**config.mk**
```make
export PLATFORM = sky130hd
export DESIGN_NAME = pads_top
export DESIGN_NICKNAME = d
export VERILOG_FILES = /design/src/verilog/pads_pkg.sv /design/src/verilog/pads_port.sv /design/src/verilog/pads_top.sv
export SDC_FILE = /design/constraint.sdc
export NUM_CORES = 1
export LEC_CHECK = 0
export BUFFER_PORTS_ARGS = -buffer_cell sky130_fd_sc_hd__buf_4
export CORE_ASPECT_RATIO = 0.6
export CORE_MARGIN = 4
export CORE_UTILIZATION = 35
export DETAILED_ROUTE_END_ITERATION = 8
export PLACE_DENSITY_LB_ADDON = 0.15
export SLEW_MARGIN = 20
export SYNTH_ARGS = -nofsm -noshare
export SYNTH_HDL_FRONTEND = slang
export SYNTH_SLANG_ARGS = --single-unit
```
**constraint.sdc**
```tcl
create_clock -name pclk -period 2.55 [get_ports pclk]
set_input_delay 0.51 -clock pclk [delete_from_list [all_inputs] [get_ports pclk]]
set_output_delay 0.51 -clock pclk [all_outputs]
set_load 0.01 [all_outputs]
```
**src/verilog/pads_pkg.sv**
```systemverilog
// Purpose: shared constants and types of the pin analog/digital select block
// Assumes: APB with 32-bit data, one aligned word per register
// Notes: only ports A, B and C are covered here
//
// Notes on behaviour
// - select bit 1: analog mode, digital read off
// - select bit 0: digital mode, digital read on
// - implemented select bits read/write, reset to 1
// - unimplemented select bits always read zero
// - digital input valid one cycle after configuring
// - port A implements 15:14, 10:9, 7:4, 1
// - port B implements 15:12 and 7:0
// - port C implements 4:3 and 1
// - 64-pin build drops the flagged select bits
// - direction 1 means input; inputs after reset
// - pin read returns low for analog pins
package pads_pkg;

    // ****************************************************************
    // register offsets (byte addresses on the apb bus)
    // ****************************************************************
    localparam logic [11:0] OFF_ANA_A = 12'h000; // port_a_analog_select
    localparam logic [11:0] OFF_ANA_B = 12'h004; // port_b_analog_select
    localparam logic [11:0] OFF_ANA_C = 12'h008; // port_c_analog_select
    localparam logic [11:0] OFF_DIR_A = 12'h00C; // direction bits, port a
    localparam logic [11:0] OFF_DIR_B = 12'h010; // direction bits, port b
    localparam logic [11:0] OFF_DIR_C = 12'h014; // direction bits, port c
    localparam logic [11:0] OFF_RD_A = 12'h018; // pin_read_register, a
    localparam logic [11:0] OFF_RD_B = 12'h01C; // pin_read_register, b
    localparam logic [11:0] OFF_RD_C = 12'h020; // pin_read_register, c
    localparam logic [11:0] OFF_VIEW_SEL = 12'h024; // port shown by view
    localparam logic [11:0] OFF_VIEW = 12'h028; // per-pin mode view

    // ****************************************************************
    // implemented bit masks, full and 64-pin builds
    // ****************************************************************
    localparam logic [15:0] IMPL_A_FULL = 16'hC6F2;
    localparam logic [15:0] IMPL_B_FULL = 16'hF0FF;
    localparam logic [15:0] IMPL_C_FULL = 16'h001A;
    localparam logic [15:0] IMPL_A_64 = 16'h0000;
    localparam logic [15:0] IMPL_B_64 = 16'hF0FF;
    localparam logic [15:0] IMPL_C_64 = 16'h0000;

    // ****************************************************************
    // reset values and view encoding
    // ****************************************************************
    localparam logic [1:0] VIEW_SEL_RST = 2'h0; // view starts on port a
    localparam logic [1:0] VIEW_SEL_A = 2'h0; // view selects port a
    localparam logic [1:0] VIEW_SEL_B = 2'h1; // view selects port b
    localparam logic [1:0] VIEW_SEL_C = 2'h2; // view selects port c
    localparam int SAMPLE_LAT_CYC = 1; // pin to pin_read_register delay

    // per-pin control lines handed to the pad ring
    typedef struct packed {
        logic [15:0] ana_mode; // pad in analog mode
        logic [15:0] dig_rd_en; // digital input path enabled
        logic [15:0] drv_en; // digital output driver enabled
    } pads_pinctl_t;

endpackage : pads_pkg

```
**src/verilog/pads_port.sv**
```systemverilog
// Purpose: select, direction and pin sampling for one 16-pin port
// Assumes: writes arrive as one-cycle strobes with a per-bit lane mask
// Notes: unimplemented positions hold zero and ignore writes
`timescale 1ns/1ns
module pads_port #(
    parameter logic [15:0] IMPL_MASK = 16'hFFFF
) (
    input logic pclk,
    input logic presetn,
    input logic ana_we,
    input logic dir_we,
    input logic [15:0] wr_data,
    input logic [15:0] wr_mask,
    input logic [15:0] pin_in,
    output logic [15:0] ana_q,
    output logic [15:0] dir_q,
    output logic [15:0] pin_rd_q,
    output pads_pkg::pads_pinctl_t pin_ctl
);

    // ****************************************************************
    // storage
    // ****************************************************************
    logic [15:0] ana_ff; // analog_select_bit per pin
    logic [15:0] dir_ff; // direction_bit per pin
    logic [15:0] rd_ff; // sampled pin levels
    pads_pkg::pads_pinctl_t ctl_ff; // registered pad controls
    logic [15:0] nxt_ana; // select after this edge
    logic [15:0] nxt_dir; // direction after this edge
    logic [15:0] lane; // writable positions of this write

    // only implemented bits can ever change
    assign lane = wr_mask & IMPL_MASK;
    assign nxt_ana = ana_we ? ((ana_ff & ~lane) | (wr_data & lane))
                            : ana_ff;
    assign nxt_dir = dir_we ? ((dir_ff & ~lane) | (wr_data & lane))
                            : dir_ff;

    // select bits come up analog; unimplemented ones reset to zero
    always_ff @(posedge pclk or negedge presetn) begin
        if (!presetn) begin
            ana_ff <= IMPL_MASK;
        end else begin
            ana_ff <= nxt_ana;
        end
    end

    // every implemented pin comes up as an input; unimplemented ones reset to zero
    always_ff @(posedge pclk or negedge presetn) begin
        if (!presetn) begin
            dir_ff <= IMPL_MASK;
        end else begin
            dir_ff <= nxt_dir;
        end
    end

    // analog pins read low, so the read is masked before sampling
    always_ff @(posedge pclk or negedge presetn) begin
        if (!presetn) begin
            rd_ff <= 16'h0000;
        end else begin
            rd_ff <= pin_in & ~ana_ff & IMPL_MASK;
        end
    end

    // pad controls follow the next register value, so they change on
    // the same edge as the register that commands them
    always_ff @(posedge pclk or negedge presetn) begin
        if (!presetn) begin
            ctl_ff.ana_mode <= IMPL_MASK;
            ctl_ff.dig_rd_en <= 16'h0000;
            ctl_ff.drv_en <= 16'h0000;
        end else begin
            ctl_ff.ana_mode <= nxt_ana;
            ctl_ff.dig_rd_en <= ~nxt_ana & IMPL_MASK;
            // analog mode keeps the digital driver off whatever the
            // direction bit says; safer than driving an analog node
            ctl_ff.drv_en <= ~nxt_ana & ~nxt_dir & IMPL_MASK;
        end
    end

    assign ana_q = ana_ff;
    assign dir_q = dir_ff;
    assign pin_rd_q = rd_ff;
    assign pin_ctl = ctl_ff;

endmodule : pads_port

```
**src/verilog/pads_top.sv**
```systemverilog
// Purpose: apb slave for the pin analog/digital select of ports a-c
// Assumes: apb with pstrb, 12-bit byte address, 32-bit data
// Notes: one wait-free access phase; unmapped offsets give pslverr
`timescale 1ns/1ns
module pads_top #(
    parameter bit PKG_64PIN = 1'b0
) (
    input logic pclk,
    input logic presetn,
    input logic psel,
    input logic penable,
    input logic pwrite,
    input logic [11:0] paddr,
    input logic [31:0] pwdata,
    input logic [3:0] pstrb,
    output logic [31:0] prdata,
    output logic pready,
    output logic pslverr,
    input logic [15:0] pin_a_in,
    input logic [15:0] pin_b_in,
    input logic [15:0] pin_c_in,
    output pads_pkg::pads_pinctl_t pin_ctl_a,
    output pads_pkg::pads_pinctl_t pin_ctl_b,
    output pads_pkg::pads_pinctl_t pin_ctl_c
);

    // ****************************************************************
    // helper functions
    // ****************************************************************

    // implemented mask of a port for the chosen package
    function automatic logic [15:0] impl_mask(
        input logic [1:0] port,
        input bit pkg64
    );
        logic [15:0] m;
        m = 16'h0000;
        unique case (port)
            pads_pkg::VIEW_SEL_A: begin
                m = pkg64 ? pads_pkg::IMPL_A_64
                          : pads_pkg::IMPL_A_FULL;
            end
            pads_pkg::VIEW_SEL_B: begin
                m = pkg64 ? pads_pkg::IMPL_B_64
                          : pads_pkg::IMPL_B_FULL;
            end
            pads_pkg::VIEW_SEL_C: begin
                m = pkg64 ? pads_pkg::IMPL_C_64
                          : pads_pkg::IMPL_C_FULL;
            end
            default: begin
                m = 16'h0000;
            end
        endcase
        return m;
    endfunction : impl_mask

    // byte strobes widened to a bit mask over the low half-word
    function automatic logic [15:0] lane_mask(input logic [3:0] strb);
        return {{8{strb[1]}}, {8{strb[0]}}};
    endfunction : lane_mask

    // two bits per pin: select bit high, direction bit low
    function automatic logic [31:0] mode_view(
        input logic [15:0] ana,
        input logic [15:0] dir
    );
        logic [31:0] w;
        w = 32'h0000_0000;
        for (int i = 0; i < 16; i++) begin
            w[2*i+1] = ana[i];
            w[2*i] = dir[i];
        end
        return w;
    endfunction : mode_view

    // low half-word zero-extended to the bus width
    function automatic logic [31:0] word16(input logic [15:0] v);
        return {16'h0000, v};
    endfunction : word16

    // ****************************************************************
    // constants fixed at elaboration
    // ****************************************************************
    localparam logic [15:0] MASK_A = impl_mask(pads_pkg::VIEW_SEL_A,
                                               PKG_64PIN);
    localparam logic [15:0] MASK_B = impl_mask(pads_pkg::VIEW_SEL_B,
                                               PKG_64PIN);
    localparam logic [15:0] MASK_C = impl_mask(pads_pkg::VIEW_SEL_C,
                                               PKG_64PIN);

    // ****************************************************************
    // bus state
    // ****************************************************************
    logic pready_ff; // high for exactly the access phase
    logic pslverr_ff; // error answer of the pending transfer
    logic [31:0] prdata_ff; // read answer of the pending transfer
    logic [1:0] view_sel_ff; // port whose modes the view shows
    logic [31:0] nxt_rdata; // read data decoded in the setup phase
    logic nxt_err; // address decoded as unmapped
    logic setup; // setup phase of a transfer
    logic wr_go; // the one edge at which a write lands
    logic [15:0] wmask; // bit lanes of the write

    // per-port values seen by the read path
    logic [15:0] ana_a; // select bits, port a
    logic [15:0] ana_b; // select bits, port b
    logic [15:0] ana_c; // select bits, port c
    logic [15:0] dir_a; // direction bits, port a
    logic [15:0] dir_b; // direction bits, port b
    logic [15:0] dir_c; // direction bits, port c
    logic [15:0] rd_a; // pin read value, port a
    logic [15:0] rd_b; // pin read value, port b
    logic [15:0] rd_c; // pin read value, port c

    // ****************************************************************
    // phase tracking
    // ****************************************************************

    // the answer is prepared during setup, so pready can come from a
    // flop without adding a wait state
    assign setup = psel & ~penable;

    // a write lands only where the master samples pready high
    assign wr_go = psel & penable & pwrite & pready_ff;

    // byte lanes beyond the low half-word carry no register bits
    assign wmask = lane_mask(pstrb);

    // pready rises for the access phase and falls after it
    always_ff @(posedge pclk or negedge presetn) begin
        if (!presetn) begin
            pready_ff <= 1'b0;
        end else if (setup) begin
            pready_ff <= 1'b1;
        end else begin
            pready_ff <= 1'b0;
        end
    end

    // ****************************************************************
    // read and error decode
    // ****************************************************************

    // misaligned or unknown offsets fall to the default branch
    always_comb begin
        nxt_rdata = 32'h0000_0000;
        nxt_err = 1'b0;
        unique case (paddr)
            pads_pkg::OFF_ANA_A: begin
                nxt_rdata = word16(ana_a);
            end
            pads_pkg::OFF_ANA_B: begin
                nxt_rdata = word16(ana_b);
            end
            pads_pkg::OFF_ANA_C: begin
                nxt_rdata = word16(ana_c);
            end
            pads_pkg::OFF_DIR_A: begin
                nxt_rdata = word16(dir_a);
            end
            pads_pkg::OFF_DIR_B: begin
                nxt_rdata = word16(dir_b);
            end
            pads_pkg::OFF_DIR_C: begin
                nxt_rdata = word16(dir_c);
            end
            pads_pkg::OFF_RD_A: begin
                nxt_rdata = word16(rd_a);
            end
            pads_pkg::OFF_RD_B: begin
                nxt_rdata = word16(rd_b);
            end
            pads_pkg::OFF_RD_C: begin
                nxt_rdata = word16(rd_c);
            end
            pads_pkg::OFF_VIEW_SEL: begin
                nxt_rdata = {30'h0000_0000, view_sel_ff};
            end
            pads_pkg::OFF_VIEW: begin
                // an out-of-range selection shows all zero
                if (view_sel_ff == pads_pkg::VIEW_SEL_A) begin
                    nxt_rdata = mode_view(ana_a, dir_a);
                end else if (view_sel_ff == pads_pkg::VIEW_SEL_B) begin
                    nxt_rdata = mode_view(ana_b, dir_b);
                end else if (view_sel_ff == pads_pkg::VIEW_SEL_C) begin
                    nxt_rdata = mode_view(ana_c, dir_c);
                end else begin
                    nxt_rdata = 32'h0000_0000;
                end
            end
            default: begin
                nxt_err = 1'b1;
            end
        endcase
    end

    // read data is captured in setup and held through the access
    always_ff @(posedge pclk or negedge presetn) begin
        if (!presetn) begin
            prdata_ff <= 32'h0000_0000;
        end else if (setup && !pwrite) begin
            prdata_ff <= nxt_rdata;
        end else if (setup) begin
            // writes return zero so no stale data lingers on the bus
            prdata_ff <= 32'h0000_0000;
        end
    end

    // error answer covers reads and writes alike
    always_ff @(posedge pclk or negedge presetn) begin
        if (!presetn) begin
            pslverr_ff <= 1'b0;
        end else if (setup) begin
            pslverr_ff <= nxt_err;
        end else begin
            pslverr_ff <= 1'b0;
        end
    end

    // ****************************************************************
    // mode view selection
    // ****************************************************************

    // byte lane 0 carries the selection
    always_ff @(posedge pclk or negedge presetn) begin
        if (!presetn) begin
            view_sel_ff <= pads_pkg::VIEW_SEL_RST;
        end else if (wr_go && paddr == pads_pkg::OFF_VIEW_SEL
                     && pstrb[0]) begin
            view_sel_ff <= pwdata[1:0];
        end
    end

    // ****************************************************************
    // ports
    // ****************************************************************

    // read-only offsets simply decode no strobe, so writes there fall
    // away without an error and without a side effect
    pads_port #(
        .IMPL_MASK(MASK_A)
    ) u_port_a (
        .pclk(pclk),
        .presetn(presetn),
        .ana_we(wr_go && paddr == pads_pkg::OFF_ANA_A),
        .dir_we(wr_go && paddr == pads_pkg::OFF_DIR_A),
        .wr_data(pwdata[15:0]),
        .wr_mask(wmask),
        .pin_in(pin_a_in),
        .ana_q(ana_a),
        .dir_q(dir_a),
        .pin_rd_q(rd_a),
        .pin_ctl(pin_ctl_a)
    );

    pads_port #(
        .IMPL_MASK(MASK_B)
    ) u_port_b (
        .pclk(pclk),
        .presetn(presetn),
        .ana_we(wr_go && paddr == pads_pkg::OFF_ANA_B),
        .dir_we(wr_go && paddr == pads_pkg::OFF_DIR_B),
        .wr_data(pwdata[15:0]),
        .wr_mask(wmask),
        .pin_in(pin_b_in),
        .ana_q(ana_b),
        .dir_q(dir_b),
        .pin_rd_q(rd_b),
        .pin_ctl(pin_ctl_b)
    );

    pads_port #(
        .IMPL_MASK(MASK_C)
    ) u_port_c (
        .pclk(pclk),
        .presetn(presetn),
        .ana_we(wr_go && paddr == pads_pkg::OFF_ANA_C),
        .dir_we(wr_go && paddr == pads_pkg::OFF_DIR_C),
        .wr_data(pwdata[15:0]),
        .wr_mask(wmask),
        .pin_in(pin_c_in),
        .ana_q(ana_c),
        .dir_q(dir_c),
        .pin_rd_q(rd_c),
        .pin_ctl(pin_ctl_c)
    );

    // ****************************************************************
    // bus outputs, all straight from flops
    // ****************************************************************
    assign prdata = prdata_ff;
    assign pready = pready_ff;
    assign pslverr = pslverr_ff;

endmodule : pads_top

```
# After elaboration in Yosys (flattened, before gate mapping)
# Index checks and enable logic that the tools add are counted.
totals:
  reg_bits: 204
  inputBits: 101
  out_inout_bits: 178
  wordCells: 98
classes:
  eq_ne: 12
  reduce_logical: 14
  muxes: 15
  bitwise_logic: 38
ops:
  columns: ["op", "count"]
  rows:
  - ["case mux 32 bit (11 select lines)", 1]
  - ["bitwise AND 16 bit", 12]
  - ["two-way mux 32 bit", 5]
  - ["NOT 16 bit", 8]
  - ["two-way mux 16 bit", 6]
  - ["OR 16 bit", 6]
  - ["equality test 12 x 5 -> 1 bit, second input constant", 4]
  - ["equality test 12 x 6 -> 1 bit, second input constant", 3]
  - ["equality test 12 x 4 -> 1 bit, second input constant", 2]
  - ["bitwise AND 16 x 5 -> 16 bit", 1]
  - ["NOT 5 -> 16 bit", 1]
  - ["NOT 5 bit", 3]
  - ["equality test 12 x 3 -> 1 bit, second input constant", 1]
  - ["zero test 12 bit", 1]
  - ["OR reduction 11 bit", 1]
  - ["bitwise AND 5 bit", 2]
  - ["logical AND 1 bit", 9]
  - ["bitwise AND 1 bit", 4]
  - ["two-way mux 1 bit", 3]
  - ["equality test 2 x 1 -> 1 bit, second input constant", 1]
  - ["equality test 2 bit, second input constant", 1]
  - ["zero test 2 bit", 1]
  - ["nonzero test 2 bit", 1]
  - ["zero test 1 bit", 1]
  - ["NOT 1 bit", 1]

# Depth between registers and ports, before layout
# Gate-level depths: netlist of the first run.
logic_depth:
  ltp_word: 7
  ltp_mapped: 7
  ltp_nobuf: 5

# Cells and area by module
# A second synthesis of the first run with hierarchy kept.
hier_totals:
  hier_cells: 1029
  area_unflattened_um2: 9922.0
modules_own_cells:
  columns: ["mod", "area_per_inst_um2", "seq_area_each_um2", "instances", "cells_per_inst"]
  rows:
  - ["pads_top", 3624.7, 900.9, 1, 432]
  - ["pads_port at u_port_b", 2778.9, 1531.5, 1, 250]
  - ["pads_port at u_port_a", 2269.7, 1148.6, 1, 212]
  - ["pads_port at u_port_c", 1248.7, 382.9, 1, 135]

# Worst setup path after synthesis of the first run
# Ideal clock, no wire load.
synth_path:
  kind: "input port to flip-flop"
  from: "input port paddr[4]"
  to: "register u_port_a.dir_ff[10], in the netlist u_port_a.dir_q[10]"
  path_buffers: 2
  stages: 5
  path_slack_ns: 0.313
  t_arrival_ns: 2.155
  t_required_ns: 2.468
  setup_time_ns: 0.082
  cell_sequence: "buf_6 or4_4 or4_4 buf_6 mux2_4"
synth_between:
  elab_chain_cells: 3
synth_rtl:
  columns: ["element", "line", "source"]
  rows:
  - ["from (decl)", "pads_top.sv:13", "input logic [11:0] paddr,"]
  - ["equality test 12 x 4 -> 1 bit", "pads_top.sv:247", ".dir_we(wr_go && paddr == pads_pkg::OFF_DIR_A),"]
  - ["logical AND 1 bit", "pads_top.sv:247", null]
  - ["two-way mux 16 bit", "pads_port.sv:36", "assign nxt_dir = dir_we ? ((dir_ff & ~lane) | (wr_data & lane))"]
  - ["via u_port_a.nxt_dir[10]", "pads_port.sv:29", "logic [15:0] nxt_dir;"]
  - ["to (signal assigned)", "pads_port.sv:53", "dir_ff <= nxt_dir;"]
  - ["to (decl)", "pads_port.sv:25", "logic [15:0] dir_ff;"]
# The timed path passes the listed nets, and every way through them passes these cells.
# A chain may end at the register's enable or synchronous reset.

# Worst setup path after layout of the first run
layout_path:
  from: "register pready_ff, in the netlist pready"
  to: "register u_port_b.ctl_ff, in the netlist u_port_b.pin_ctl[6]"
layout_between:
  elab_chain_cells: 5
  word_cells_on_any_way: 8
  cone_classes: "2 x mux; 4 x bitwise; 2 x reduce/logical"
layout_rtl:
  columns: ["element", "line", "source"]
  rows:
  - ["from (decl)", "pads_top.sv:95", "logic pready_ff;"]
  - ["from (signal assigned)", "pads_top.sv:133", "pready_ff <= 1'b0;"]
  - ["from (signal assigned)", "pads_top.sv:135", "pready_ff <= 1'b1;"]
  - ["from (signal assigned)", "pads_top.sv:137", "pready_ff <= 1'b0;"]
  - ["bitwise AND 1 bit (*)", "pads_top.sv:125", "assign wr_go = psel & penable & pwrite & pready_ff;"]
  - ["logical AND 1 bit (on tied branches)", "pads_top.sv:262, pads_top.sv:263", null]
  - ["two-way mux 16 bit (on tied branches)", "pads_port.sv:34, pads_port.sv:36", null]
  - ["NOT 16 bit", "pads_port.sv:78", "ctl_ff.drv_en <= ~nxt_ana & ~nxt_dir & IMPL_MASK;"]
  - ["bitwise AND 16 bit (*)", "pads_port.sv:78", null]
  - ["to (decl)", "pads_port.sv:27", "pads_pkg::pads_pinctl_t ctl_ff;"]
# Every way passes the cells marked *; elsewhere a longest branch is shown, timed or not.

==> summary.md, run 1 <==
The run finished with clean final reports. For the number of H-tree levels, the log shows 4. The via density per instance works out to 5.135. Excluding fillers, the count of instances in the completed layout stands at 1097. The run gives 0.4568 GHz as the top achievable clock speed. The final total negative setup slack is 0 ps, and the fraction of layout instances using a drive strength above 1 is 0.4066.

Summing all flip-flop and latch instances after layout gives 3864 µm². The clock latency on the worst-skew pair is 420 ps, and the number of warnings reported in the yosys synthesis log is 0. The post-route minimum period was 2189 ps; the detailed-route wire length was 23.11 mm. The power per cell area is 569.3 nW/µm², and the length of the first detailed-routing pass in iterations is 5. Worst-case headroom to the max-slew limit: 0.5805. In this run, CTS created clock tree buffers numbering 17. The source of the worst register-to-register timing path was pready.

The total count of max-transition violations in the final report is 0, and the detailed-route via count is 5633. The tools report the share of the yosys chip area belonging to registers as 0.5262. Cell row count: 40. TritonCTS built the clock tree.

The tools report the max-cap check violation count as 0. The logs give 624 for the post-synthesis cell count and 5.349 mW for the power consumption. The net count of the finished layout is 912. The starting density of the core was 0.3614. The layout has 1915 filler cells. The first global-routing pass estimated 35.27 mm of wire. The final clock period utilization by the worst path is 0.8585, and the violation count after the first detailed-route iteration is 450.

The logs give 0 for the number of hold-slack violations in the final timing report and 2 for the maximum buffer depth of the clock tree. The logs give 2974 µm² for the total area of multi-input combinational cells and 7343 µm² for the total standard cell area after synthesis. The number of flops mapped to enable cells by yosys is 0. The floorplan step defined a die boundary enclosing 23440 µm².

The number of antenna diodes in the final layout is 0. Clock skew on the completed layout was measured at 8.178 ps. The quantity of hold-fixing buffers added after cts was 0; the setup violation total in the final timing report was 0. Synthesis inferred 152 register bits.

The run gives 123.9 ps as the worst slack at placement. The tools report the via count of the first global-routing pass as 5669. The final-layout worst hold slack is 18.46 ps, and the number of buffers inserted by post-CTS setup repair is 0. The number of nets still failing antenna checks after routing is 0. With fillers left out, the area of the finished cells amounts to 9397 µm². Across the VDD grid, the largest voltage drop is 0.4386 mV. Once the clock tree was built, the resizer swapped 0 gates to a different size. Yosys instantiated no cell more often than sky130_fd_sc_hd__dfrtp_1.

Endpoint of the lowest-slack register-to-register path: u_port_b.pin_ctl[6]. The initial antenna violation count is 0. Critical setup path kind: register to register. Entering global routing, the biggest net connects 49 pins. The congestion estimate from routability-driven global placement came to 0.9549. Once placement completed, the tool counted placed cells totaling 1065.

Of all cell types, the one taking the most synthesized area is sky130_fd_sc_hd__dfrtp_1. In this run the mean area of a mapped cell was 11.77 µm². Setup repair after global routing left no endpoint under its margin. In the synthesized netlist the dominant register cell turns out to be sky130_fd_sc_hd__dfrtp_1. The tools report the placed standard-cell area as 8798 µm².

The path depth of the worst reg2reg path came out at 5. By count the netlist is led by sky130_fd_sc_hd__dfrtp_1 (104), sky130_fd_sc_hd__buf_4 (78), sky130_fd_sc_hd__nor2b_1 (53), sky130_fd_sc_hd__dfstp_2 (48), sky130_fd_sc_hd__a21o_1 (25). The transition time at the pin with the least slew margin came out at 629.3 ps. The tools report the category of the worst setup path capture point as a register.

The cell sitting at the root of the clock tree is a sky130_fd_sc_hd__clkbuf_16. Number of clock sinks: 152. From bottom edge to top edge, the die measures 120.2 µm. By area the synthesized netlist is led by sky130_fd_sc_hd__dfrtp_1 (35%), sky130_fd_sc_hd__dfstp_2 (17%), sky130_fd_sc_hd__buf_4 (8.0%). STA classifies the critical path startpoint as a register. The logs give 0.1952 for the total routing resource utilization after global routing and 2460 ps for the worst path arrival time. Once routing completed, OpenROAD measured the worst setup slack at 360.7 ps. In the routed design, unresolved DRC markers number 0. 279 I/O pins were placed. The width of the die is 195.0 µm. The run gives 4.250 nW as the standby leakage power. Synthesis instantiated 56 different standard cells from the library. The post-route core utilization was 0.4624; the clock slew at the register clock pins of the worst setup and hold paths was 60 ps. The share of the synthesized area in the top cell type is 0.3544, and the placeable core area is 20320 µm². In this run the worst path has a maximum fanout of 8. During placement, the flow inserted port buffers numbering 158.

The fraction of synthesis flops using an asynchronous set or reset pin is 1.000, and the synthesis-to-layout area growth is 27.96%. Required time of the worst setup path: 2820 ps. In the final routed layout, each cell accounts on average for 21.07 µm.

The internal reg-to-reg setup slack was 360 ps. Total global routing overflow: 0. The path class of the lowest-slack min-delay path was primary input to async pin.

The half-perimeter wire length of the detailed placement result was 17.30 mm.
[critical path: stages (launching register included)]
cell and delay [ps]:
sky130_fd_sc_hd__dfrtp_1 380, sky130_fd_sc_hd__and4_1 260, sky130_fd_sc_hd__nand2_1 370, sky130_fd_sc_hd__nor4_4 120, sky130_fd_sc_hd__or2_2 450, sky130_fd_sc_hd__a221oi_1 460
[state kept, by name, indices dropped and copies added (netlist names), 12 cells and up]
register and count:
prdata 28, u_port_b.pin_ctl 24, u_port_a.pin_ctl 18, u_port_b.ana_q 12, u_port_b.dir_q 12, u_port_b.pin_rd_q 12
[per-layer routing]
layer	GRT usage	vias to the layer above	share of wire	routed length, µm
met5	0	-	0	0
met4	0.03923	0	0.011	265
met3	0.06405	23	0.091	2098
met2	0.2717	267	0.43	9843
met1	0.2956	2853	0.47	10900
li1	-	2490	-	-
[worst max path at each step]
stage,from,endpoint,slack [ps],cells past startpoint
finish,pready,u_port_b.pin_ctl[6],360,5
global route,pready,u_port_b.pin_ctl[6],270,6
CTS,pready,u_port_b.pin_ctl[6],360,5
detailed placement,paddr[4],u_port_a.pin_ctl[9],120,5
global placement,paddr[4],u_port_a.pin_ctl[15],130,5
floorplan,paddr[4],u_port_a.dir_q[10],310,5
[logic make-up (layout without fill, tap and decap cells)]
kind of cell           Yosys count  after routing  synth area share
AO/OA/AOI/OAI                  156            156            0.1603
other                            1             76         0.0005107
flip-flops                     152            152            0.5262
buffers and inverters          123            248            0.1080
multiplexers                    45             45           0.07310
AND/OR/NAND/NOR                147            147            0.1319
[area by class of cell]
cell class	instances	area share
Inverter	15	0.005992
Tap cell	273	0.03635
Sequential cell	152	0.4112
Clock inverter	11	0.01571
Clock buffer	21	0.04794
Timing Repair Buffer	201	0.1663
Multi-Input combinational cell	424	0.3165
[report_power, final]
| group | internal, mW | switching, mW | total (mW) |
|---|---|---|---|
| Clock | 1.57 | 1.00 | 2.57 |
| Sequential | 2.44 | 0.0111 | 2.45 |
| Combinational | 0.109 | 0.220 | 0.329 |
[cell usage in the layout (no fill, tap or decap), types with 4 or more instances in the layout]
cell	Yosys	routed
sky130_fd_sc_hd__buf_4	78	196
sky130_fd_sc_hd__dfrtp_1	104	104
sky130_fd_sc_hd__conb_1	1	76
sky130_fd_sc_hd__nor2b_1	53	53
sky130_fd_sc_hd__dfstp_2	48	48
sky130_fd_sc_hd__a21o_1	25	25
sky130_fd_sc_hd__nand2_1	24	24
sky130_fd_sc_hd__a221oi_1	22	22
sky130_fd_sc_hd__mux2_2	21	21
sky130_fd_sc_hd__a21oi_1	19	19
sky130_fd_sc_hd__a22oi_1	19	19
sky130_fd_sc_hd__o21ai_0	19	19
sky130_fd_sc_hd__clkbuf_16	0	17
sky130_fd_sc_hd__mux2i_1	15	15
sky130_fd_sc_hd__nor2_1	12	12
sky130_fd_sc_hd__inv_1	12	12
sky130_fd_sc_hd__nand3_1	11	11
sky130_fd_sc_hd__a22o_1	11	11
sky130_fd_sc_hd__nor4_4	7	7
sky130_fd_sc_hd__mux2_4	7	7
sky130_fd_sc_hd__a32o_1	7	7
sky130_fd_sc_hd__a32oi_1	6	6
sky130_fd_sc_hd__or2_2	5	5
sky130_fd_sc_hd__and2_1	4	4
sky130_fd_sc_hd__a221oi_2	4	4
sky130_fd_sc_hd__nor3_1	4	4
sky130_fd_sc_hd__o21ai_1	4	4
sky130_fd_sc_hd__nand3b_1	4	4
sky130_fd_sc_hd__clkinvlp_4	0	4
sky130_fd_sc_hd__buf_12	0	4
Note: power is estimated with default switching activity, not from simulation.
==> run 2: changes to the inputs <==
- SYNTH_HIERARCHICAL: unset -> 1
==> run 2 against run 1 <==
- sequential cell count grew 4
- non-clock buffer count is 18 higher
- register-to-register slack improved by 180 ps
- sequential power rose by 2%
- routed wire length rose by 32%
- critical path depth increased by 1
- synthesized cell count is 65% higher
==> summary.md, run 2 <==
The via count of the first global-routing pass was 7158 (was 5669); the average wire per cell in the routed design was 19.54 µm (was 21.07 µm). The path class of the lowest-slack min-delay path was primary input to async pin (unchanged). The category of the worst setup path launch point is a register (unchanged). The flip-flop count of the largest register, all copies and words added was 36 (was 28); the count of boundary I/O pins was 279 (unchanged). The width of the die works out to 225.4 µm (was 195.0 µm). The total global routing overflow was 0 (unchanged); the count of cell types in the netlist was 65 (was 56). The setup violation total in the final timing report is 0 (unchanged), and the clock slew at the register clock pins of the worst setup and hold paths is 60 ps (about the same). The total standard cell area after synthesis came out at 9922 µm² (was 7343 µm²). The net switching power figure was 1.411 mW (was 1.235 mW); the per-instance average area after synthesis was 9.642 µm² (was 11.77 µm²). The tools report the total count of max-transition violations in the final report as 0 (unchanged). The number of clock sinks was 156 (was 152); the maximum buffer depth of the clock tree was 2 (unchanged). The placeable core area is 27760 µm² (was 20320 µm²). The most instantiated library cell after synthesis was sky130_fd_sc_hd__buf_4 (was sky130_fd_sc_hd__dfrtp_1). The via density per instance works out to 4.812 (was 5.135). Placed standard-cell area: 11110 µm² (was 8798 µm²). The number of hold-slack violations in the final timing report was 0 (unchanged). Switching fraction of total power: 0.2473 (was 0.2309). Root buffer cell: sky130_fd_sc_hd__clkbuf_16 (unchanged). TritonCTS built the clock tree.

Detailed-route wire length: 30.54 mm (was 23.11 mm). Fraction of synthesis flops using an asynchronous set or reset pin: 1.000 (unchanged). The logs give 17 (unchanged) for the CTS buffer count and 0 (unchanged) for the number of nets still failing antenna checks after routing.

The clock latency on the worst-skew pair is 450 ps (was 420 ps). For the share of the yosys chip area belonging to registers, the log shows 0.3995 (was 0.5262). The length of the first detailed-routing pass in iterations was 5 (unchanged); the met3 usage in global routing was 0.05911 (was 0.06405). The tools report the final-layout worst hold slack as 51.26 ps (was 18.46 ps).

The tools report the required time of the worst setup path as 2880 ps (was 2820 ps). List of most frequent post-synthesis cells: sky130_fd_sc_hd__buf_4 (168), sky130_fd_sc_hd__dfrtp_1 (108), sky130_fd_sc_hd__nand2_1 (85), sky130_fd_sc_hd__mux2i_1 (84), sky130_fd_sc_hd__nor2b_1 (54) (was sky130_fd_sc_hd__dfrtp_1 (104), sky130_fd_sc_hd__buf_4 (78), sky130_fd_sc_hd__nor2b_1 (53), sky130_fd_sc_hd__dfstp_2 (48), sky130_fd_sc_hd__a21o_1 (25)). The cell row count is 47 (was 40), and the total number of cells along the worst setup path is 6 (was 5). The quantity of I/O buffers inserted on ports was 162 (was 158); the total routing resource utilization after global routing was 0.1941 (was 0.1952).

The routability congestion estimate from global placement is 0.9256 (was 0.9549). The run finished with clean final reports. Fraction of layout instances using a drive strength above 1: 0.2960 (was 0.4066). Global routing met2 resource utilization: 0.2618 (was 0.2717). The initial antenna violation count came out at 0 (unchanged).

Leading cell type in the layout, fill and taps excluded: sky130_fd_sc_hd__buf_4 (unchanged). Number of warnings reported in the yosys synthesis log: 6 (was 0). For the sequential cell fraction of total power, the log shows 0.440 (was 0.458). The combinational fraction of design power was 0.089 (was 0.062). The number of H-tree levels was 4 (unchanged); the global-route met1 utilization was 0.3060 (was 0.2956). The number of inserted diodes was 0 (unchanged); the path depth of the worst reg2reg path was 6 (was 5). The category of the worst setup path capture point is a register (unchanged).

The post-cts gate resize count came out at 0 (unchanged). Highest-count cells in the layout ignoring fill and taps: sky130_fd_sc_hd__buf_4 (211), sky130_fd_sc_hd__conb_1 (144), sky130_fd_sc_hd__dfrtp_1 (107), sky130_fd_sc_hd__nand2_1 (85), sky130_fd_sc_hd__mux2i_1 (84) (was sky130_fd_sc_hd__buf_4 (196), sky130_fd_sc_hd__dfrtp_1 (104), sky130_fd_sc_hd__conb_1 (76), sky130_fd_sc_hd__nor2b_1 (53), sky130_fd_sc_hd__dfstp_2 (48)). The tools report the source of the critical timing path as pready (unchanged).

The biggest cell delay along the critical path is 410 ps (was 460 ps), and the share of the synthesized area in the top cell type is 0.2724 (was 0.3544). The most crowded layer after global routing is met1 (unchanged). For the maximum vdd ir drop, the log shows 0.4841 mV (was 0.4386 mV). The max-cap check violation count was 0 (unchanged); the total die area was 31200 µm² (was 23440 µm²). The synthesis-stage register bit count is 156 (was 152). The detailed-route via count is 7521 (was 5633). The starting density of the core was 0.3575 (was 0.3614). The library cell occupying the most area in the post-synthesis netlist is sky130_fd_sc_hd__dfrtp_1 (unchanged). The total internal power was 4.296 mW (was 4.114 mW); the final clock period utilization by the worst path was 0.7862 (was 0.8585). Setup repair after global routing left no endpoint under its margin.

For the post-synthesis cell count, the log shows 1029 (was 624). Largest cells by area after synthesis: sky130_fd_sc_hd__dfrtp_1 (27%), sky130_fd_sc_hd__dfstp_2 (13%), sky130_fd_sc_hd__buf_4 (13%) (was sky130_fd_sc_hd__dfrtp_1 (35%), sky130_fd_sc_hd__dfstp_2 (17%), sky130_fd_sc_hd__buf_4 (8.0%)). The largest fanout on the critical path is 36 (was 8), and the maximum number of pins on one net before global-route repair is 60 (was 49). The tools report the source of the worst register-to-register timing path as pready (unchanged). The buffers plus inverters on the worst setup path works out to 1 (was 0). The kind of cell adding the most delay to the critical path was simple AND/OR/NAND/NOR gates (unchanged). For the final total negative setup slack, the log shows 0 ps (unchanged).

Most used flip-flop cell after synthesis: sky130_fd_sc_hd__dfrtp_1 (unchanged). The tools report the half-perimeter wire length of the detailed placement result as 22.37 mm (was 17.30 mm). The run gives 0.471 (was 0.481) as the portion of total power attributed to the clock network. The run gives 9.090 ps (was 8.178 ps) as the worst clock skew on the final layout.

Power per cell area: 486.8 nW/µm² (was 569.3 nW/µm²). The number of buffers inserted by post-CTS setup repair is 0 (unchanged), and the standby leakage power is 5.420 nW (was 4.250 nW). The number of non-filler instances in the completed layout was 1563 (was 1097); the post-placement cell count was 1531 (was 1065). The tools report the worst path arrival time as 2330 ps (was 2460 ps). The run gives 0.4988 GHz (was 0.4568 GHz) as the top achievable clock speed. Cell at the slowest stage of the critical path: sky130_fd_sc_hd__nand4_1 (was sky130_fd_sc_hd__a221oi_1). The critical setup path kind is register to register (unchanged).

The post-route DRC violation count is 0 (unchanged), and the transition time at the pin with the least slew margin is 621.4 ps (was 629.3 ps). For the power consumption, the log shows 5.708 mW (was 5.349 mW). The post-route minimum period is 2005 ps (was 2189 ps). Cell-by-cell listing of the critical path: nand4_1 -> nor3_2 -> buf_12 -> nor2b_1 -> a21oi_1 -> o21ai_0 (was and4_1 -> nand2_1 -> nor4_4 -> or2_2 -> a221oi_1). The y dimension of the die was 138.4 µm (was 120.2 µm); the number of flops mapped to enable cells by yosys was 0 (unchanged).

The logs give 46.16 mm (was 35.27 mm) for the first-pass GRT wire length and 0.5858 (was 0.5805) for the worst-case headroom to the max-slew limit. For the quantity of hold-fixing buffers added after cts, the log shows 0 (unchanged). The net count of the finished layout is 1284 (was 912), and the violation count after the first detailed-route iteration is 533 (was 450).

The synthesis-to-layout area growth came out at 18.17% (was 27.96%). Post-layout instance area: 11730 µm² (was 9397 µm²). The tools report the layout filler cell count as 2765 (was 1915).
[run 2: path summary, 6_finish.rpt]
kind / end / slack [ps]
worst min-delay path: u_port_b/pin_ctl[7] / 50
worst max register to register: u_port_b/pin_ctl[15] / 550
worst min register to register: prdata[26] / 480
max in group asynchronous: u_port_a/dir_q[9] / 1790
min in group pclk: u_port_a/pin_rd_q[15] / 280
worst max-delay path: u_port_b/pin_ctl[15] / 550
[run 2: logic make-up (layout without fill, tap and decap cells)]
logic type | after synthesis | count (layout) | share of synthesized area
flops | 156 | 156 | 0.3995
buf+inv | 251 | 277 | 0.1668
simple gates | 285 | 285 | 0.1593
mux | 120 | 120 | 0.1282
other cells | 3 | 144 | 0.001135
compound gates | 214 | 214 | 0.1450
[run 2: power by group through the flow]
stage / Clock [mW] / Sequential, mW / Combinational (mW)
floorplan: 0 / 2.55 / 0.410
global placement: 0 / 2.55 / 0.496
detailed placement: 0 / 2.55 / 0.497
CTS: 2.76 / 2.51 / 0.498
global route: 2.88 / 2.51 / 0.559
finish: 2.69 / 2.51 / 0.505
[run 2: area by class of cell]
class                           count  area (µm²)  share of cell area
Clock buffer                       22       474.2             0.04044
Clock inverter                     10       138.9             0.01185
Inverter                           26       97.59            0.008324
Multi-Input combinational cell    763        4855              0.4140
Sequential cell                   156        3965              0.3382
Tap cell                          367       459.2             0.03916
Timing Repair Buffer              219        1735              0.1480
[run 2: per-stage QoR]
step | utilization | setup slack, ps
finish | 0.4224 | 545.2
global route | 0.4224 | 414.2
CTS | 0.4224 | 559.9
detailed placement | 0.4003 | 118.1
global placement | 0.4003 | 157.2
floorplan | - | 140.7
[run 2: per-layer routing]
metal / routed length [µm] / part of all wire
met5: 0 / 0
met4: 208 / 0.0068
met3: 2117 / 0.069
met2: 12660 / 0.41
met1: 15550 / 0.51
[run 2: worst reg2reg max path: cells and delay by family, from the launching register on]
kind	cells	cell delay, ps
AOI/OAI and AO/OA	2	300
buffers and inverters	1	230
DFF	1	340
and+or+nand+nor	3	1020
==> run 3: changes to the inputs <==
- clock period: 2.55 -> 1.8 ns (I/O delays scaled with it)
==> run 3 against run 2 <==
- the flow now finishes with violations (setup timing)
- worst hold slack improved by 79 ps
- clock skew grew 2.7 ps
- sequential power increased by 42%
- critical path depth is 2 higher
- global-route usage increased by 0.88 points
- total power rose by 42%
- clock-buffer cell count shrank 4
- sequential share of layout area down 2.1 points
- utilization is 2.8 points higher
- cell count rose by 4.0%
- largest cell class unchanged
- largest power group unchanged
==> summary.md, run 3 (synthesized netlist as in run 2, its figures left out) <==
The tools report the category of the worst setup path launch point as a primary input (was a register). The count of boundary I/O pins was 279 (unchanged). The source of the critical timing path is paddr[4] (was pready). For this run, the top clock speed supported by timing is 0.5554 GHz. The maximum number of pins on one net before global-route repair was 45 (was 60); the clock latency on the worst-skew pair was 440 ps (was 450 ps).

The first-pass GRT wire length was 48.40 mm (was 46.16 mm). The quantity of I/O buffers inserted on ports works out to 162 (unchanged). The source of the worst register-to-register timing path is view_sel_ff[1] (was pready). The largest fanout on the critical path came out at 8 (was 36). The power per cell area is 647.5 nW/µm² (was 486.8 nW/µm²). Max-cap check violation count: 0 (unchanged).

The via density per instance was 4.867 (was 4.812); the y dimension of the die was 138.4 µm (unchanged). Initial antenna violation count: 0 (unchanged). The tools report the routability congestion estimate from global placement as 0.8586 (was 0.9256). The transition time at the pin with the least slew margin is 517.0 ps (was 621.4 ps). The buffers plus inverters on the worst setup path is 3 (was 1).

The layout filler cell count was 2729 (was 2765). For the violation count after the first detailed-route iteration, the log shows 641 (was 533). The run gives 1 (was 0) as the setup violation total in the final timing report. For the final-layout worst hold slack, the log shows 130.4 ps (was 51.26 ps). The clock slew at the register clock pins of the worst setup and hold paths is 60 ps (about the same). Cell-by-cell listing of the critical path: buf_4 -> buf_4 -> or4b_2 -> buf_4 -> nor2_1 -> a221o_1 -> a211oi_1 -> o21ai_1 (was nand4_1 -> nor3_2 -> buf_12 -> nor2b_1 -> a21oi_1 -> o21ai_0). Worst path arrival time: 2170 ps (was 2330 ps). The worst clock skew on the final layout came out at 11.77 ps (was 9.090 ps). The path class of the lowest-slack min-delay path was primary input to register (was primary input to async pin). The post-route DRC violation count is 0 (unchanged). The run gives 2 (unchanged) as the maximum buffer depth of the clock tree.

The tools report the internal reg-to-reg setup slack as 90 ps (was 550 ps). For the half-perimeter wire length of the detailed placement result, the log shows 23.68 mm (was 22.37 mm). The average wire per cell in the routed design was 20.17 µm (was 19.54 µm); the number of H-tree levels was 4 (unchanged).

Path depth of the worst reg2reg path: 5 (was 6). The root buffer cell was sky130_fd_sc_hd__clkbuf_16 (unchanged). For the worst-case setup margin in the final layout, the log shows -0.6202 ps (was 545.2 ps).

The critical setup path kind was primary input to register (was register to register). The tools report the total count of max-transition violations in the final report as 0 (unchanged). The checks that failed: setup timing.

Category of the worst setup path capture point: a register (unchanged). The net count of the finished layout is 1346 (was 1284). Placed standard-cell area: 11730 µm² (was 11110 µm²). The logs give 17 (unchanged) for the CTS buffer count and 0.6521 (was 0.5858) for the worst-case headroom to the max-slew limit.

TritonCTS built the clock tree. The post-layout instance area is 12500 µm² (was 11730 µm²), and the total number of cells along the worst setup path is 8 (was 6). The total routing resource utilization after global routing was 0.2029 (was 0.1941). For the number of nets still failing antenna checks after routing, the log shows 0 (unchanged). The run gives 0 (unchanged) as the total global routing overflow.

Number of clock sinks: 156 (unchanged). Length of the first detailed-routing pass in iterations: 5 (unchanged). The flow ran to the end, but the final reports show violations. The number of hold-slack violations in the final timing report is 0 (unchanged).

The cell at the slowest stage of the critical path was sky130_fd_sc_hd__or4b_2 (was sky130_fd_sc_hd__nand4_1). The width of the die is 225.4 µm (unchanged), and the cell row count is 47 (unchanged). The detailed-route wire length was 32.80 mm (was 30.54 mm); the required time of the worst setup path was 2170 ps (was 2880 ps).

For the via count of the first global-routing pass, the log shows 7664 (was 7158). The synthesis-to-layout area growth works out to 25.95% (was 18.17%). Setup repair after global routing could not meet its margin everywhere. The standby leakage power is 5.840 nW (was 5.420 nW).

The placeable core area came out at 27760 µm² (unchanged). The tools report the detailed-route via count as 7913 (was 7521). The final clock period utilization by the worst path came out at 1.000. Highest-count cells in the layout ignoring fill and taps: sky130_fd_sc_hd__buf_4 (256), sky130_fd_sc_hd__conb_1 (144), sky130_fd_sc_hd__dfrtp_1 (107), sky130_fd_sc_hd__mux2i_1 (82), sky130_fd_sc_hd__nand2_1 (59) (was sky130_fd_sc_hd__buf_4 (211), sky130_fd_sc_hd__conb_1 (144), sky130_fd_sc_hd__dfrtp_1 (107), sky130_fd_sc_hd__nand2_1 (85), sky130_fd_sc_hd__mux2i_1 (84)). Cell with the most instances on the worst path: sky130_fd_sc_hd__buf_4. The worst hold path cell count was 2; the total die area was 31200 µm² (unchanged). The maximum vdd ir drop came out at 0.3595 mV (was 0.4841 mV).

Origin of the worst min-delay path: pwdata[12]. The fraction of layout instances using a drive strength above 1 is 0.3577 (was 0.2960), and the worst slack at placement is -407.5 ps (was 118.1 ps). The leading cell type in the layout, fill and taps excluded was sky130_fd_sc_hd__buf_4 (unchanged). The smallest clock period supported by the final layout is computed as 1801 ps. The run gives 0.3575 (unchanged) as the starting density of the core. The flip-flop count of the largest register, all copies and words added works out to 36 (unchanged). The run gives 0.4502 (was 0.4224) as the post-route core utilization. Kind of cell adding the most delay to the critical path: simple AND/OR/NAND/NOR gates (unchanged). Biggest cell delay along the critical path: 720 ps (was 410 ps).
## run 3: cell types whose count changed in the layout (fill, tap and decap cells not counted), moves of 5 or more
cell | previous run | this run
sky130_fd_sc_hd__clkinv_4 | 0 | 5
sky130_fd_sc_hd__buf_12 | 7 | 16
sky130_fd_sc_hd__o21ai_1 | 21 | 42
sky130_fd_sc_hd__o21ai_0 | 36 | 15
sky130_fd_sc_hd__buf_4 | 211 | 256
sky130_fd_sc_hd__nand2_1 | 85 | 59
sky130_fd_sc_hd__nand2_2 | 0 | 26
## run 3: layout make-up
class | instances | area [µm²] | share of cell area
multi-input combinational | 764 | 5001 | 0.4002
sequential | 156 | 3965 | 0.3173
timing repair buffer | 280 | 2372 | 0.1898
tap | 367 | 459.2 | 0.03674
clock buffer | 18 | 429.2 | 0.03434
clock inverter | 14 | 170.2 | 0.01362
inverter | 26 | 97.59 | 0.007809
antenna | 1 | 2.502 | 0.0002002
## run 3: through the flow
step	setup TNS, ps	cells	power [mW]
floorplan	-19560	1170	4.199
global placement	-32360	1585	4.403
detailed placement	-36450	1585	4.404
CTS	0	1618	8.193
global route	-223.2	1625	8.412
finish	-0.6202	1626	8.091
## run 3: path summary, 6_finish.rpt
kind | endpoint
max | prdata[4]
min in group asynchronous | u_port_b/pin_ctl[2]
max reg2reg | prdata[2]
max in group asynchronous | u_port_a/pin_ctl[47]
min | u_port_b/pin_ctl[28]
min reg2reg | prdata[29]
## run 3: layer usage
| metal | track usage | wire [µm] |
|---|---|---|
| met1 | 0.3214 | 16770 |
| met2 | 0.2808 | 13700 |
| met3 | 0.04343 | 1948 |
| met4 | 0.04380 | 374 |
| met5 | 0 | 0 |
## run 3: power breakdown
part | internal, mW | leakage, nW | total [mW] | switching, mW
clock network | 2.18 | 0.294 | 3.73 | 1.55
logic | 0.307 | 3.85 | 0.804 | 0.497
registers | 3.54 | 1.69 | 3.56 | 0.0157
## run 3: timing repair
item	4_1_cts	5_1_grt
endpoints found under the hold margin	20	0
setup buffers	0	3
resized for setup	1	13
hold buffers	1	0
cloned	0	4
endpoints found under the setup margin	1	17
pin swaps	0	7
